### src/logic/wdrc_pkg.sv
package wdrc_pkg;

  typedef enum logic [1:0] {
    ST_RUN,
    ST_POR_DRIVE,
    ST_HOLD,
    ST_START
  } wdrc_state_type;

  typedef struct packed {
    logic       rd;
    logic       wr;
    logic [7:0] addr;
    logic [7:0] wdata;
  } wdrc_bus_type;

  typedef struct packed {
    logic [2:0] rsvd;
    logic       xtal_src;
    logic       stop_run;
    logic       halt_run;
    logic [1:0] tap;
  } wdrc_mode_type;

  localparam logic [7:0]  REG_MODE_ADDR = 8'h0f;
  localparam logic [7:0]  REG_RP_ADDR   = 8'hfd;
  localparam logic [3:0]  MODE_BANK     = 4'hf;
  localparam logic [7:0]  MODE_RST      = 8'h00;
  localparam logic [7:0]  RP_RST        = 8'h00;
  localparam logic [2:0]  RSVD_VALUE    = 3'h0;
  localparam logic [7:0]  READ_ZERO     = 8'h00;
  localparam logic [6:0]  WIN_CYCLES    = 7'h3c;
  localparam logic [15:0] HOLD_XCLKS    = 16'h0012;
  localparam logic [15:0] FETCH_DELAY   = 16'h0005;
  localparam logic [11:0] FETCH_ADDR    = 12'h00c;
  localparam logic [2:0]  FLAGS_ZSV     = 3'h0;

endpackage

### src/logic/wdrc_divider.sv
`timescale 1ns/1ps
module wdrc_divider #(
  parameter int DIV = 8
) (
  input  wire logic mclk,
  input  wire logic rst_n,
  output logic      tick_q
);

  logic [15:0] cnt_q;
  wire         wrap = (cnt_q == 16'(DIV - 1));

  if (DIV < 1 || DIV > 65535) begin : g_chk
    $error("wdrc_divider: DIV out of range");
  end

  always_ff @(posedge mclk or negedge rst_n) begin
    if (!rst_n) begin
      cnt_q  <= 16'h0000;
      tick_q <= 1'b0;
    end else begin
      cnt_q  <= wrap ? 16'h0000 : cnt_q + 16'h0001;
      tick_q <= wrap;
    end
  end

endmodule // wdrc_divider

### src/logic/wdrc_wdog.sv
`timescale 1ns/1ps
module wdrc_wdog #(
  parameter int CW = 16
) (
  input  wire logic          mclk,
  input  wire logic          rst_n,
  input  wire logic          clear,
  input  wire logic          kick,
  input  wire logic          tick,
  input  wire logic [CW-1:0] limit,
  output logic               en_q,
  output logic               tout_q
);

  logic [CW-1:0] cnt_q;
  wire           hit   = en_q && tick && (cnt_q >= limit - {{(CW-1){1'b0}}, 1'b1});
  wire           en_d  = clear ? 1'b0 : (kick ? 1'b1 : en_q);
  wire           cnt_z = clear || kick || hit;
  wire [CW-1:0]  cnt_d = cnt_z ? '0 :
                         (en_q && tick) ? cnt_q + {{(CW-1){1'b0}}, 1'b1} : cnt_q;

  if (CW < 2 || CW > 32) begin : g_chk
    $error("wdrc_wdog: CW out of range");
  end

  always_ff @(posedge mclk or negedge rst_n) begin
    if (!rst_n) begin
      en_q   <= 1'b0;
      cnt_q  <= '0;
      tout_q <= 1'b0;
    end else begin
      en_q   <= en_d;
      cnt_q  <= cnt_d;
      tout_q <= hit && !kick && !clear;
    end
  end

endmodule // wdrc_wdog

### src/logic/wdrc_top.sv
// Overview of operation
// - Reset comes from power-on, watchdog time-out, or the low external reset pin.
// - On power-on or watchdog reset the block pulls the reset pin low for POR time.
// - Internal reset holds 18 external clocks, or while the external pin stays low.
// - Fetch starts at address 000C, five processor clocks after internal reset ends.
// - Watchdog is a retriggerable one-shot; terminal count forces a full reset.
// - First watchdog instruction enables it; later ones restart the count.
// - Mode bit 4 picks RC or crystal clock for watchdog and power-on counter.
// - The watchdog instruction updates zero, sign and overflow flags.
// - Mode register writes accepted only within 60 clocks after the first instruction.
// - Time-out during stop keeps mode and register pointer but still delays reset.
// - Mode bits 1 and 0 choose the time-out tap.
// - Mode bit 2 runs watchdog in halt, bit 3 runs it in stop.
// - With bits 3 and 4 set, crystal alone clocks watchdog in stop, waking it.
// - Mode bits 7 to 5 are reserved and do nothing.
// - Mode register is write-only at location 0F of bank F.
// - Pointer low nibble selects bank, high nibble selects working register group.
`timescale 1ns/1ps
module wdrc_top #(
  parameter int RC_DIV    = 8,
  parameter int POR_TICKS = 16,
  parameter int TAP0      = 16,
  parameter int TAP1      = 64,
  parameter int TAP2      = 256,
  parameter int TAP3      = 1024
) (
  input  wire logic                   mclk,
  input  wire logic                   nrst,
  input  wire logic                   por_in,
  input  wire logic                   reset_pin_i,
  output logic                        reset_pin_o,
  output logic                        reset_pin_oe,
  input  wire logic                   crystal_input_one,
  input  wire logic                   halt_mode,
  input  wire logic                   stop_mode,
  input  wire logic                   stop_recover,
  input  wire logic                   instr_exec,
  input  wire logic                   wdt_exec,
  input  wire wdrc_pkg::wdrc_bus_type reg_bus,
  output logic [7:0]                  reg_rdata_q,
  output logic [3:0]                  working_group_q,
  output wdrc_pkg::wdrc_mode_type     watchdog_mode_reg,
  output logic                        int_reset_q,
  output logic                        preserve_regs_q,
  output logic                        fetch_start_q,
  output logic [11:0]                 fetch_addr_q,
  output logic                        flag_wr_q,
  output logic [2:0]                  flag_zsv_q,
  output logic                        watchdog_enabled
);

  localparam int CW = 16;

  if (POR_TICKS < 1 || POR_TICKS >= 2**CW || TAP0 < 1 || TAP1 < 1 || TAP2 < 1 ||
      TAP3 < 1 || TAP0 >= 2**CW || TAP1 >= 2**CW || TAP2 >= 2**CW || TAP3 >= 2**CW)
  begin : g_chk
    $error("wdrc_top: count parameter out of range");
  end

  function automatic logic [CW-1:0] tap_limit(input logic [1:0] sel);
    case (sel)
      2'h0:    tap_limit = CW'(TAP0);
      2'h1:    tap_limit = CW'(TAP1);
      2'h2:    tap_limit = CW'(TAP2);
      default: tap_limit = CW'(TAP3);
    endcase
  endfunction

  logic                     rst_s1_q;
  logic                     rst_n;
  logic                     xtal_prev_q;
  logic                     rc_tick;
  logic                     wd_tout;
  logic                     armed_q;
  logic [6:0]               win_q;
  logic [7:0]               rp_q;
  logic [CW-1:0]            cnt_q;
  wdrc_pkg::wdrc_state_type st_q;
  wdrc_pkg::wdrc_state_type st_d;
  wdrc_pkg::wdrc_mode_type  mode_q;
  wdrc_pkg::wdrc_mode_type  mode_d;

  // Reset release through two flip-flops.
  always_ff @(posedge mclk or negedge nrst) begin
    if (!nrst) begin
      rst_s1_q <= 1'b0;
      rst_n    <= 1'b0;
    end else begin
      rst_s1_q <= 1'b1;
      rst_n    <= rst_s1_q;
    end
  end

  // Clock sources and watchdog gating.
  wire xtal_tick = crystal_input_one && !xtal_prev_q;
  wire src_tick  = mode_q.xtal_src ? xtal_tick : rc_tick;
  wire stop_tick = mode_q.stop_run && src_tick;
  wire halt_tick = mode_q.halt_run && src_tick;
  wire wd_tick   = stop_mode ? stop_tick : (halt_mode ? halt_tick : src_tick);

  wdrc_divider #(
    .DIV (RC_DIV)
  ) u_rc (
    .mclk   (mclk),
    .rst_n  (rst_n),
    .tick_q (rc_tick)
  );

  wdrc_wdog #(
    .CW (CW)
  ) u_wdog (
    .mclk   (mclk),
    .rst_n  (rst_n),
    .clear  (int_reset_q),
    .kick   (wdt_exec && !int_reset_q),
    .tick   (wd_tick),
    .limit  (tap_limit(mode_q.tap)),
    .en_q   (watchdog_enabled),
    .tout_q (wd_tout)
  );

  // Reset causes.
  wire ext_low    = !reset_pin_i && !reset_pin_oe;
  wire wd_stop    = wd_tout && stop_mode;
  wire full_cause = por_in || wd_tout;
  wire ext_cause  = ext_low && (st_q == wdrc_pkg::ST_RUN || st_q == wdrc_pkg::ST_START);
  wire cause      = full_cause || ext_cause;
  wire wipe_regs  = por_in || (wd_tout && !stop_mode) || ext_cause;

  // Sequencer.
  wire por_done   = src_tick && (cnt_q >= CW'(POR_TICKS - 1));
  wire hold_done  = (cnt_q >= wdrc_pkg::HOLD_XCLKS) && !ext_low;
  wire fetch_done = (cnt_q >= wdrc_pkg::FETCH_DELAY - 16'h0001);

  always_comb begin
    st_d = st_q;
    case (st_q)
      wdrc_pkg::ST_RUN:       st_d = st_q;
      wdrc_pkg::ST_POR_DRIVE: st_d = por_done ? wdrc_pkg::ST_HOLD : st_q;
      wdrc_pkg::ST_HOLD:      st_d = hold_done ? wdrc_pkg::ST_START : st_q;
      wdrc_pkg::ST_START:     st_d = fetch_done ? wdrc_pkg::ST_RUN : st_q;
      default:                st_d = wdrc_pkg::ST_RUN;
    endcase
    if (full_cause) begin
      st_d = wdrc_pkg::ST_POR_DRIVE;
    end else if (ext_cause) begin
      st_d = wdrc_pkg::ST_HOLD;
    end
  end

  wire           st_chg  = (st_d != st_q);
  wire           cnt_inc = (st_q == wdrc_pkg::ST_POR_DRIVE) ? src_tick :
                           (st_q == wdrc_pkg::ST_HOLD) ? xtal_tick : 1'b1;
  wire           cnt_sat = (cnt_q == {CW{1'b1}});
  wire [CW-1:0]  cnt_d   = (st_chg || cause) ? '0 :
                           (cnt_inc && !cnt_sat) ? cnt_q + 16'h0001 : cnt_q;
  wire           rst_act = (st_d == wdrc_pkg::ST_POR_DRIVE) || (st_d == wdrc_pkg::ST_HOLD);

  always_ff @(posedge mclk or negedge rst_n) begin
    if (!rst_n) begin
      st_q  <= wdrc_pkg::ST_POR_DRIVE;
      cnt_q <= '0;
    end else begin
      st_q  <= st_d;
      cnt_q <= cnt_d;
    end
  end

  // Reset pin, internal reset and start of execution.
  always_ff @(posedge mclk or negedge rst_n) begin
    if (!rst_n) begin
      reset_pin_o   <= 1'b0;
      reset_pin_oe  <= 1'b1;
      int_reset_q   <= 1'b1;
      fetch_start_q <= 1'b0;
      fetch_addr_q  <= wdrc_pkg::FETCH_ADDR;
      xtal_prev_q   <= 1'b0;
    end else begin
      reset_pin_o   <= 1'b0;
      reset_pin_oe  <= (st_d == wdrc_pkg::ST_POR_DRIVE);
      int_reset_q   <= rst_act;
      fetch_start_q <= (st_q == wdrc_pkg::ST_START) && fetch_done && !cause;
      fetch_addr_q  <= wdrc_pkg::FETCH_ADDR;
      xtal_prev_q   <= crystal_input_one;
    end
  end

  // Stop-mode watchdog reset leaves configuration alone.
  always_ff @(posedge mclk or negedge rst_n) begin
    if (!rst_n) begin
      preserve_regs_q <= 1'b0;
    end else if (wd_stop) begin
      preserve_regs_q <= 1'b1;
    end else if (wipe_regs) begin
      preserve_regs_q <= 1'b0;
    end
  end

  // Write window after the first instruction.
  wire win_open  = (win_q != 7'h00);
  wire win_start = armed_q && instr_exec && !int_reset_q;
  wire arm_set   = fetch_start_q || stop_recover;
  wire [6:0] win_d = cause ? 7'h00 :
                     win_start ? wdrc_pkg::WIN_CYCLES :
                     win_open ? win_q - 7'h01 : win_q;

  always_ff @(posedge mclk or negedge rst_n) begin
    if (!rst_n) begin
      armed_q <= 1'b0;
      win_q   <= 7'h00;
    end else begin
      armed_q <= !cause && (arm_set || (armed_q && !win_start));
      win_q   <= win_d;
    end
  end

  // Register decode.
  wire bank_f   = (rp_q[3:0] == wdrc_pkg::MODE_BANK);
  wire mode_hit = reg_bus.wr && (reg_bus.addr == wdrc_pkg::REG_MODE_ADDR) && bank_f;
  wire mode_wr  = mode_hit && win_open && !int_reset_q;
  wire rp_wr    = reg_bus.wr && (reg_bus.addr == wdrc_pkg::REG_RP_ADDR) && !int_reset_q;
  wire rp_rd    = reg_bus.rd && (reg_bus.addr == wdrc_pkg::REG_RP_ADDR);

  always_comb begin
    mode_d = mode_q;
    if (wipe_regs) begin
      mode_d = wdrc_pkg::MODE_RST;
    end else if (mode_wr) begin
      mode_d      = reg_bus.wdata;
      mode_d.rsvd = wdrc_pkg::RSVD_VALUE;
    end
  end

  always_ff @(posedge mclk or negedge rst_n) begin
    if (!rst_n) begin
      mode_q <= wdrc_pkg::MODE_RST;
      rp_q   <= wdrc_pkg::RP_RST;
    end else begin
      mode_q <= mode_d;
      rp_q   <= wipe_regs ? wdrc_pkg::RP_RST : (rp_wr ? reg_bus.wdata : rp_q);
    end
  end

  // Reads and flag updates; the mode register never reads back.
  always_ff @(posedge mclk or negedge rst_n) begin
    if (!rst_n) begin
      reg_rdata_q     <= wdrc_pkg::READ_ZERO;
      working_group_q <= 4'h0;
      flag_wr_q       <= 1'b0;
      flag_zsv_q      <= wdrc_pkg::FLAGS_ZSV;
      watchdog_mode_reg <= wdrc_pkg::MODE_RST;
    end else begin
      reg_rdata_q     <= rp_rd ? rp_q : wdrc_pkg::READ_ZERO;
      working_group_q <= rp_d_group(rp_wr, reg_bus.wdata, wipe_regs, rp_q);
      flag_wr_q       <= wdt_exec && !int_reset_q;
      flag_zsv_q      <= wdrc_pkg::FLAGS_ZSV;
      watchdog_mode_reg <= mode_d;
    end
  end

  function automatic logic [3:0] rp_d_group(input logic wr, input logic [7:0] wd,
                                            input logic wipe, input logic [7:0] cur);
    if (wipe) begin
      rp_d_group = wdrc_pkg::RP_RST[7:4];
    end else if (wr) begin
      rp_d_group = wd[7:4];
    end else begin
      rp_d_group = cur[7:4];
    end
  endfunction

endmodule // wdrc_top

### config.mk
export PLATFORM = sky130hd
export DESIGN_NAME = wdrc_top
export DESIGN_NICKNAME = d
export VERILOG_FILES = /design/src/logic/wdrc_pkg.sv /design/src/logic/wdrc_divider.sv /design/src/logic/wdrc_wdog.sv /design/src/logic/wdrc_top.sv
export SDC_FILE = /design/constraint.sdc
export NUM_CORES = 1
export LEC_CHECK = 0
export BUFFER_PORTS_ARGS = -buffer_cell sky130_fd_sc_hd__buf_2
export CAP_MARGIN = 10
export CORE_ASPECT_RATIO = 0.7
export CORE_MARGIN = 5
export CORE_UTILIZATION = 50
export DETAILED_ROUTE_END_ITERATION = 8
export PLACE_DENSITY_LB_ADDON = 0.05
export SLEW_MARGIN = 10
export SYNTH_ARGS = -nofsm -noshare
export SYNTH_HDL_FRONTEND = slang
export SYNTH_HIERARCHICAL = 1
export SYNTH_SLANG_ARGS = --single-unit
export TNS_END_PERCENT = 50
### constraint.sdc
create_clock -name mclk -period 3.5 [get_ports mclk]
set_input_delay 0.525 -clock mclk [delete_from_list [all_inputs] [get_ports mclk]]
set_output_delay 0.525 -clock mclk [all_outputs]
set_load 0.02 [all_outputs]
==> results of run 1 <==
how the worst max path moves through the flow:
| stage | to | slack (ps) |
|---|---|---|
| after detailed placement | u_wdog/cnt_q[14] | 80 |
| after floorplan | u_wdog/cnt_q[11] | 110 |
| after global placement | u_wdog/cnt_q[13] | 200 |
| after global routing | u_wdog/cnt_q[14] | -20 |
| after CTS | u_wdog/cnt_q[3] | 80 |
| final | u_wdog/cnt_q[1] | 150 |
routing by layer:
metal / global-route usage (%) / wire length, um / vias up
met5: 0 / 0 / -
met4: 4.57 / 112 / 0
met3: 4.04 / 451 / 9
met2: 28.1 / 5210 / 68
met1: 26.1 / 5600 / 1984
li1: - / - / 2054
Yosys cell counts, types with 3 or more instances:
master	count	share of area (%)
a21oi_1	27	2.5
nor3b_1	3	0.41
nor2_1	54	3.7
nor3_2	10	1.8
nand2_1	40	2.7
buf_2	3	0.27
nand3b_1	6	0.82
dfstp_2	3	1.4
nor3_1	25	2.3
nor4_1	11	1.3
xor2_1	35	5.6
nand3_1	20	1.8
nand4_1	16	1.8
dfrtp_1	91	41
nor2b_1	7	0.80
nand2b_1	4	0.46
nor4_4	5	1.9
xnor2_1	25	4.0
inv_1	18	1.2
a211oi_1	3	0.41
and3_1	11	1.3
clkbuf_1	3	0.20
nand4b_1	3	0.48
buf_4	20	2.7
o21ai_0	8	0.73
mux2i_1	13	2.4
ha_1	28	6.4
worst max-delay path, delay by kind of cell (launching register included):
family	cells	cell delay (ps)
compound gates	2	430
xor+xnor	1	90
fa+ha+maj	1	290
flops	1	430
simple gates	7	2010
cell type report:
| class | count | area (um^2) | area share [%] |
|---|---|---|---|
| inverters | 18 | 67.6 | 1.07 |
| multi-input cells | 456 | 3090 | 48.8 |
| flip-flops and latches | 94 | 2360 | 37.3 |
| well taps | 153 | 191 | 3.03 |
| clock inverters | 7 | 81.3 | 1.29 |
| clock buffers | 9 | 225 | 3.56 |
| repair buffers | 58 | 313 | 4.95 |
per-stage QoR:
step | total power, mW | setup slack [ps] | util, % | setup TNS [ps] | cells
after floorplan | 1.73 | 114 | - | 0 | 597
after global placement | 1.86 | 198 | 55.1 | 0 | 778
after detailed placement | 1.88 | 78.9 | 55.1 | 0 | 778
after CTS | 2.90 | 75.4 | 58.0 | 0 | 795
after global routing | 3.03 | -16.8 | 58.1 | -27.2 | 795
final | 2.87 | 147 | 58.1 | 0 | 795
what timing repair did:
action	CTS	global route
hold buffers	1	0
endpoints found under the setup margin	0	15
gates resized for setup	0	3
hold endpoints to repair	2	0
power by group:
group | leakage [nW] | switching, mW | total (mW) | internal, mW
registers | 1.28 | 0.0809 | 1.24 | 1.16
logic | 1.66 | 0.396 | 0.619 | 0.223
clock network | 0.147 | 0.445 | 1.01 | 0.564
cells by family after synthesis:
group	synth area share, %
DFF	42.9
muxes	2.57
adders and majority gates	6.38
and+or+nand+nor	25.9
AOI/OAI and AO/OA	7.67
buffers and inverters	4.94
other	0.137
xor gates and xnor gates	9.56
==> metrics.txt, run 1 <==
CTS clk-pin slew, worst paths 70 ps; GRT Util Overall 18.2%; most frequent cells in the layout dfrtp_1 (90), conb_1 (57), nor2_1 (54); WHS Path Cells 1; min Tclk post-route 3350 ps; Setup violations, final 0; Synth Flop Type dfrtp_1; Placed Area 6000 um^2; routed vias/inst 5.18; Hold WS 315 ps; Hold Startpoint crystal_input_one; Detail Route Antenna Nets 0; Post-Route WL between 10 and 15 mm; CTS Root Cell clkbuf_16; Die W 135 um; Hold EP xtal_prev_q; largest net degree at the start of global routing 49; reg2reg end u_wdog/cnt_q[1]; critical path's largest stage delay approximately 500 ps; MaxCap Viol Count 0; via count of the routed design between 4,000 and 5,000; worst r2r src watchdog_mode_reg[1]; DRC 0; cells after synthesis 542; Leak ~3.1 nW; initial antenna violation count 0; asr flop ratio synth 100%; Hold Path Class input port to flop; Cell Chain, Critical Path nor2b_1, or3_2, or4_4, nor4_4, xnor2_1, ha_1, nand4_1, nor3_2, o311ai_1, and3b_1, a32o_1; 1st-pass router iterations 4; global-route wire length before repair ~20 mm; Synth Cell Area 5500 um^2; PwrDens around 450 nW/um^2; Worst-Skew Late Latency 340 ps; Final Hold Fails 0; Post-CTS Setup Bufs 0; CP Capture Type flop; Avg WL per Cell 14.3 um; Placer Congestion 0.847; sequential area share after synthesis a little over two fifths; yosys warns 6; Die Area 13,200 um^2; vias in the first global route between 4,000 and 5,000; TritonCTS clock tree built; peak supply drop 344 uV; Worst Path Required 3730 ps; Worst Setup Start Kind flop; Netlist cell types 64; Port Buffer Count 50; Initial Util between 50% and 60%; # IOs 70; outcome completed; Nets 693; synthesis-to-layout area growth 15.1%; share of cells above drive strength 1 about 17%; R2R setup slack about 150 ps; CTS Buf Count 9; Max-slew headroom a little over two fifths; Largest regs cnt_q x16, u_rc/cnt_q x16, u_wdog/cnt_q x16; Slew Limit Fails 0; Setup Skew 5.69 ps; Setup CP Type flop to flop; commonest non-fill, non-tap cell in the layout dfrtp_1; worst slew pin tran between 800 and 900 ps; core area 10,900 um^2; total congestion overflow 0; flops & latches, synth 94; Die Y approximately 100 um; Slowest cell on crit path or3_2; per-instance average area after synthesis 10.1 um^2; r2r worst-path depth 11; clk sinks 94; EDFF count, synth 0; H-tree levels 3; Rows 32; filler cell count 970; Iteration-0 DRC Markers 187; clk buf depth 2; Antenna Cells 0; post-route cell area 6320 um^2; hpwl dp 8.50 mm; Crit Path Max Fanout 6; Critical Path AT 3590 ps; launch point of the critical path watchdog_mode_reg[1]; Peak Freq 298 MHz; post-route clock period utilization 95.8%
Power figures use the tool's default switching activity.
==> run 2: changes to the inputs <==
ABC_AREA = 1   (was not set)
CTS_BUF_LIST = sky130_fd_sc_hd__clkbuf_4 sky130_fd_sc_hd__clkbuf_8 sky130_fd_sc_hd__clkbuf_16   (was not set)
MAX_ROUTING_LAYER = met4   (was not set)
==> run 2 against run 1 <==
- clock power about the same
- clock skew up 3.5 ps
- global-route usage up 1.2 points
- critical path type unchanged
- combinational power up 3.2%
- sequential power about the same
- highest routed layer unchanged
- largest power group unchanged
- synthesized area up 5.0%
- setup slack better by 640 ps
- via count up 14%
==> metrics.txt, run 2 <==
outcome completed; EDFF count, synth 0 (unchanged); Worst Path Required 3760 ps (+30 ps); Hold Path Class flop to asynchronous set/reset pin; largest net degree at the start of global routing 46 (-6.1%); Setup WS pre-CTS 799 ps (+720 ps); Avg WL per Cell 12.6 um (-12%); DRC 0 (unchanged); Overall Power 2.86 mW (-0.29%); peak supply drop 323 uV (-6.0%); most area-consuming cells after synthesis dfrtp_1 (39%), nand2_1 (9.8%), inv_1 (7.9%), nor2_1 (6.6%), ha_1 (6.1%); min Tclk post-route 2720 ps (-637 ps); commonest non-fill, non-tap cell in the layout nand2_1; routed vias/inst 4.76 (-8.1%); setup_tns 0 ps (unchanged); Cell Chain, Critical Path inv_1, nor2_1, nor2_1, nand2_1, nor2_1, nand3_1, nor3_1, xor2_1, inv_1, ha_1, a21oi_1, o21ai_0, a21oi_1, nand2_1, nand2_2, nand2_2, nor2_1; per-instance average area after synthesis 7.77 um^2 (-23%); reg2reg end u_wdog/cnt_q[13]; Slowest cell on crit path dfrtp_1; Leak 3.44 nW (+11%); TritonCTS clock tree built; hpwl dp 9.96 mm (+17%); CTS Buf Count 9 (unchanged); sw frac 31.7% (-0.40 points); 1st-pass router iterations 5 (+1); Synth Cell Area 5770 um^2 (+5.0%); combinational power share 22.3% (+0.8 points); simple-gate area share of the yosys netlist 30.2% (+4.3 points); Post-Route WL 12.4 mm (+9.4%); cells after synthesis 743 (+37%); Synth Area in Compound Gates 5.51% (-2.2 points); Largest regs cnt_q x16, u_rc/cnt_q x16, u_wdog/cnt_q x16; critical path's largest stage delay 410 ps (-90 ps); Critical Path AT 2980 ps (-610 ps); Synth Flop Type dfrtp_1; Netlist cell types 37 (-42%); post-synthesis mux area share 0% (-2.6 points); clk sinks 94 (unchanged); Worst-Skew Late Latency 340 ps (about the same); Yosys top cell area share 39.5% (-2.0 points); Synth top cells by count nand2_1 (151), inv_1 (121), nor2_1 (101); CTS Root Cell clkbuf_16; most frequent cells in the layout nand2_1 (151), inv_1 (121), nor2_1 (101); Multi-input gate area 2960 um^2 (-4.2%); CP top delay family simple AND/OR/NAND/NOR gates; R2R setup slack 780 ps (+640 ps); worst slew pin tran 600 ps (-244 ps); post-route cell area 6550 um^2 (+3.6%); share of cells above drive strength 1 14.6% (-2.9 points); RSZ-0062 raised after global routing no; Placed Area 6230 um^2 (+3.9%); Rows 32 (unchanged); Setup CP Type flop to flop; Setup violations, final 0 (unchanged); worst r2r src watchdog_mode_reg[0]; Slew Limit Fails 0 (unchanged); MaxCap Viol Count 0 (unchanged); buffer and inverter count on the worst path 2 (+2); Adder-Cell Fraction of Synth Area 6.07% (-0.31 points); Sw Pwr 907 uW (-1.5%); Placer Congestion 0.903 (+6.6%); Final Hold Fails 0 (unchanged); clk buf depth 2 (unchanged); most numerous cell in the Yosys netlist nand2_1; Die Area 13,800 um^2 (+4.6%); Setup Skew 9.16 ps (+3.47 ps); Worst Setup Start Kind flop; Port Buffer Count 50 (unchanged); Clock power frac 34.9% (-0.2 points); Worst path most repeated cell nor2_1; sequential area share after synthesis 40.8% (-2.1 points); Post-Synth XOR/XNOR Area 6.22% (-3.3 points); Die W 138 um (+2.3%); FF/Latch Area 2360 um^2 (unchanged); Iteration-0 DRC Markers 271 (+45%); Initial Util 51.7% (+1.2 points); CTS clk-pin slew, worst paths 70 ps (about the same); vias in the first global route 4,485 (+12%); PwrDens 437 nW/um^2 (-3.7%); Yosys top cell by area dfrtp_1; fin util 58.6% (+0.57 points); Detail Route Antenna Nets 0 (unchanged); via count of the routed design 4,708 (+14%); total congestion overflow 0 (unchanged); Final WS setup 784 ps (+637 ps); core area 11,200 um^2 (+2.6%); Max-slew headroom 60.0% (+16 points); yosys warns 6 (unchanged); Antenna Cells 0 (unchanged); post-route clock period utilization 77.6% (-18 points); Post-CTS Setup Bufs 0 (unchanged); Peak Freq 368 MHz (+23%); cell-internal power 1.96 mW (+0.29%); asr flop ratio synth 100% (unchanged); largest family of logic cells by synthesized area simple AND/OR/NAND/NOR gates; global-route wire length before repair 21.4 mm (+9.5%); synthesis-to-layout area growth 13.5%; Crit Path Max Fanout 14 (+8); Seq pwr share 42.8% (-0.5 points); H-tree levels 3 (unchanged); filler cell count 1,054 (+8.7%); r2r worst-path depth 17 (+6); Nets 888 (+28%); flops & latches, synth 94 (unchanged); # IOs 70 (unchanged); Die Y 99.9 um (+2.2%); initial antenna violation count 0 (unchanged); CP Capture Type flop; GRT Util Overall 19.4% (+1.2 points)
## run 2: cell types whose count changed after synthesis, sizes merged, moves of 13 or more
cell,delta
xnor2,-14
o21ai,+15
nor2,+73
inv,+103
nor4,-16
nand3,+17
nor3,-13
nand2,+126
mux2i,-13
## run 2: worst max-delay path by stage
stage                          from          endpoint  slack, ps  cells past startpoint
2_1_floorplan                 rst_n           armed_q        690                      0
3_3_place_gp   watchdog_mode_reg[0]  u_wdog/cnt_q[15]        890                     16
3_5_place_dp   watchdog_mode_reg[0]  u_wdog/cnt_q[13]        800                     17
4_1_cts        watchdog_mode_reg[0]  u_wdog/cnt_q[13]        770                     17
5_1_grt        watchdog_mode_reg[0]   u_wdog/cnt_q[9]        500                     17
6_report       watchdog_mode_reg[0]  u_wdog/cnt_q[13]        780                     17
## run 2: cell families after synthesis
| logic type | Yosys count |
|---|---|
| fa+ha+maj | 28 |
| simple gates | 376 |
| other cells | 2 |
| compound gates | 57 |
| xor+xnor | 41 |
| buf+inv | 145 |
| flops | 94 |
## run 2: layout make-up
type                    count  share of cell area, %
repair buffers             53                   4.20
clock buffers              12                   3.88
inverters                 122                   6.99
multi-input cells         552                   45.1
clock inverters             4                  0.840
flip-flops and latches     94                   36.0
well taps                 153                   2.92
## run 2: what timing repair did
action / 4_1_cts / 5_1_grt
endpoints found under the setup margin: 0 / 0
hold endpoints to repair: 2 / 0
hold buffers: 1 / 0
gates resized for setup: 0 / 0
## run 2: power by group through the flow
| stage | sequential (mW) | combinational [mW] | clock [mW] |
|---|---|---|---|
| after global routing | 1.24 | 0.736 | 1.07 |
| after detailed placement | 1.24 | 0.637 | 0 |
| after CTS | 1.23 | 0.641 | 1.02 |
| after floorplan | 1.25 | 0.509 | 0 |
| final | 1.23 | 0.639 | 0.998 |
| after global placement | 1.24 | 0.620 | 0 |
## run 2: metrics by stage
step	hold slack, ps	instances
after floorplan	229	791
after global placement	310	973
after detailed placement	312	973
after CTS	331	990
after global routing	335	990
final	343	990
## run 2: routing by layer
metal / track usage [%] / routed length (um)
met5: - / 0
met4: 4.33 / 133
met3: 3.57 / 696
met2: 27.0 / 4930
met1: 29.4 / 6670
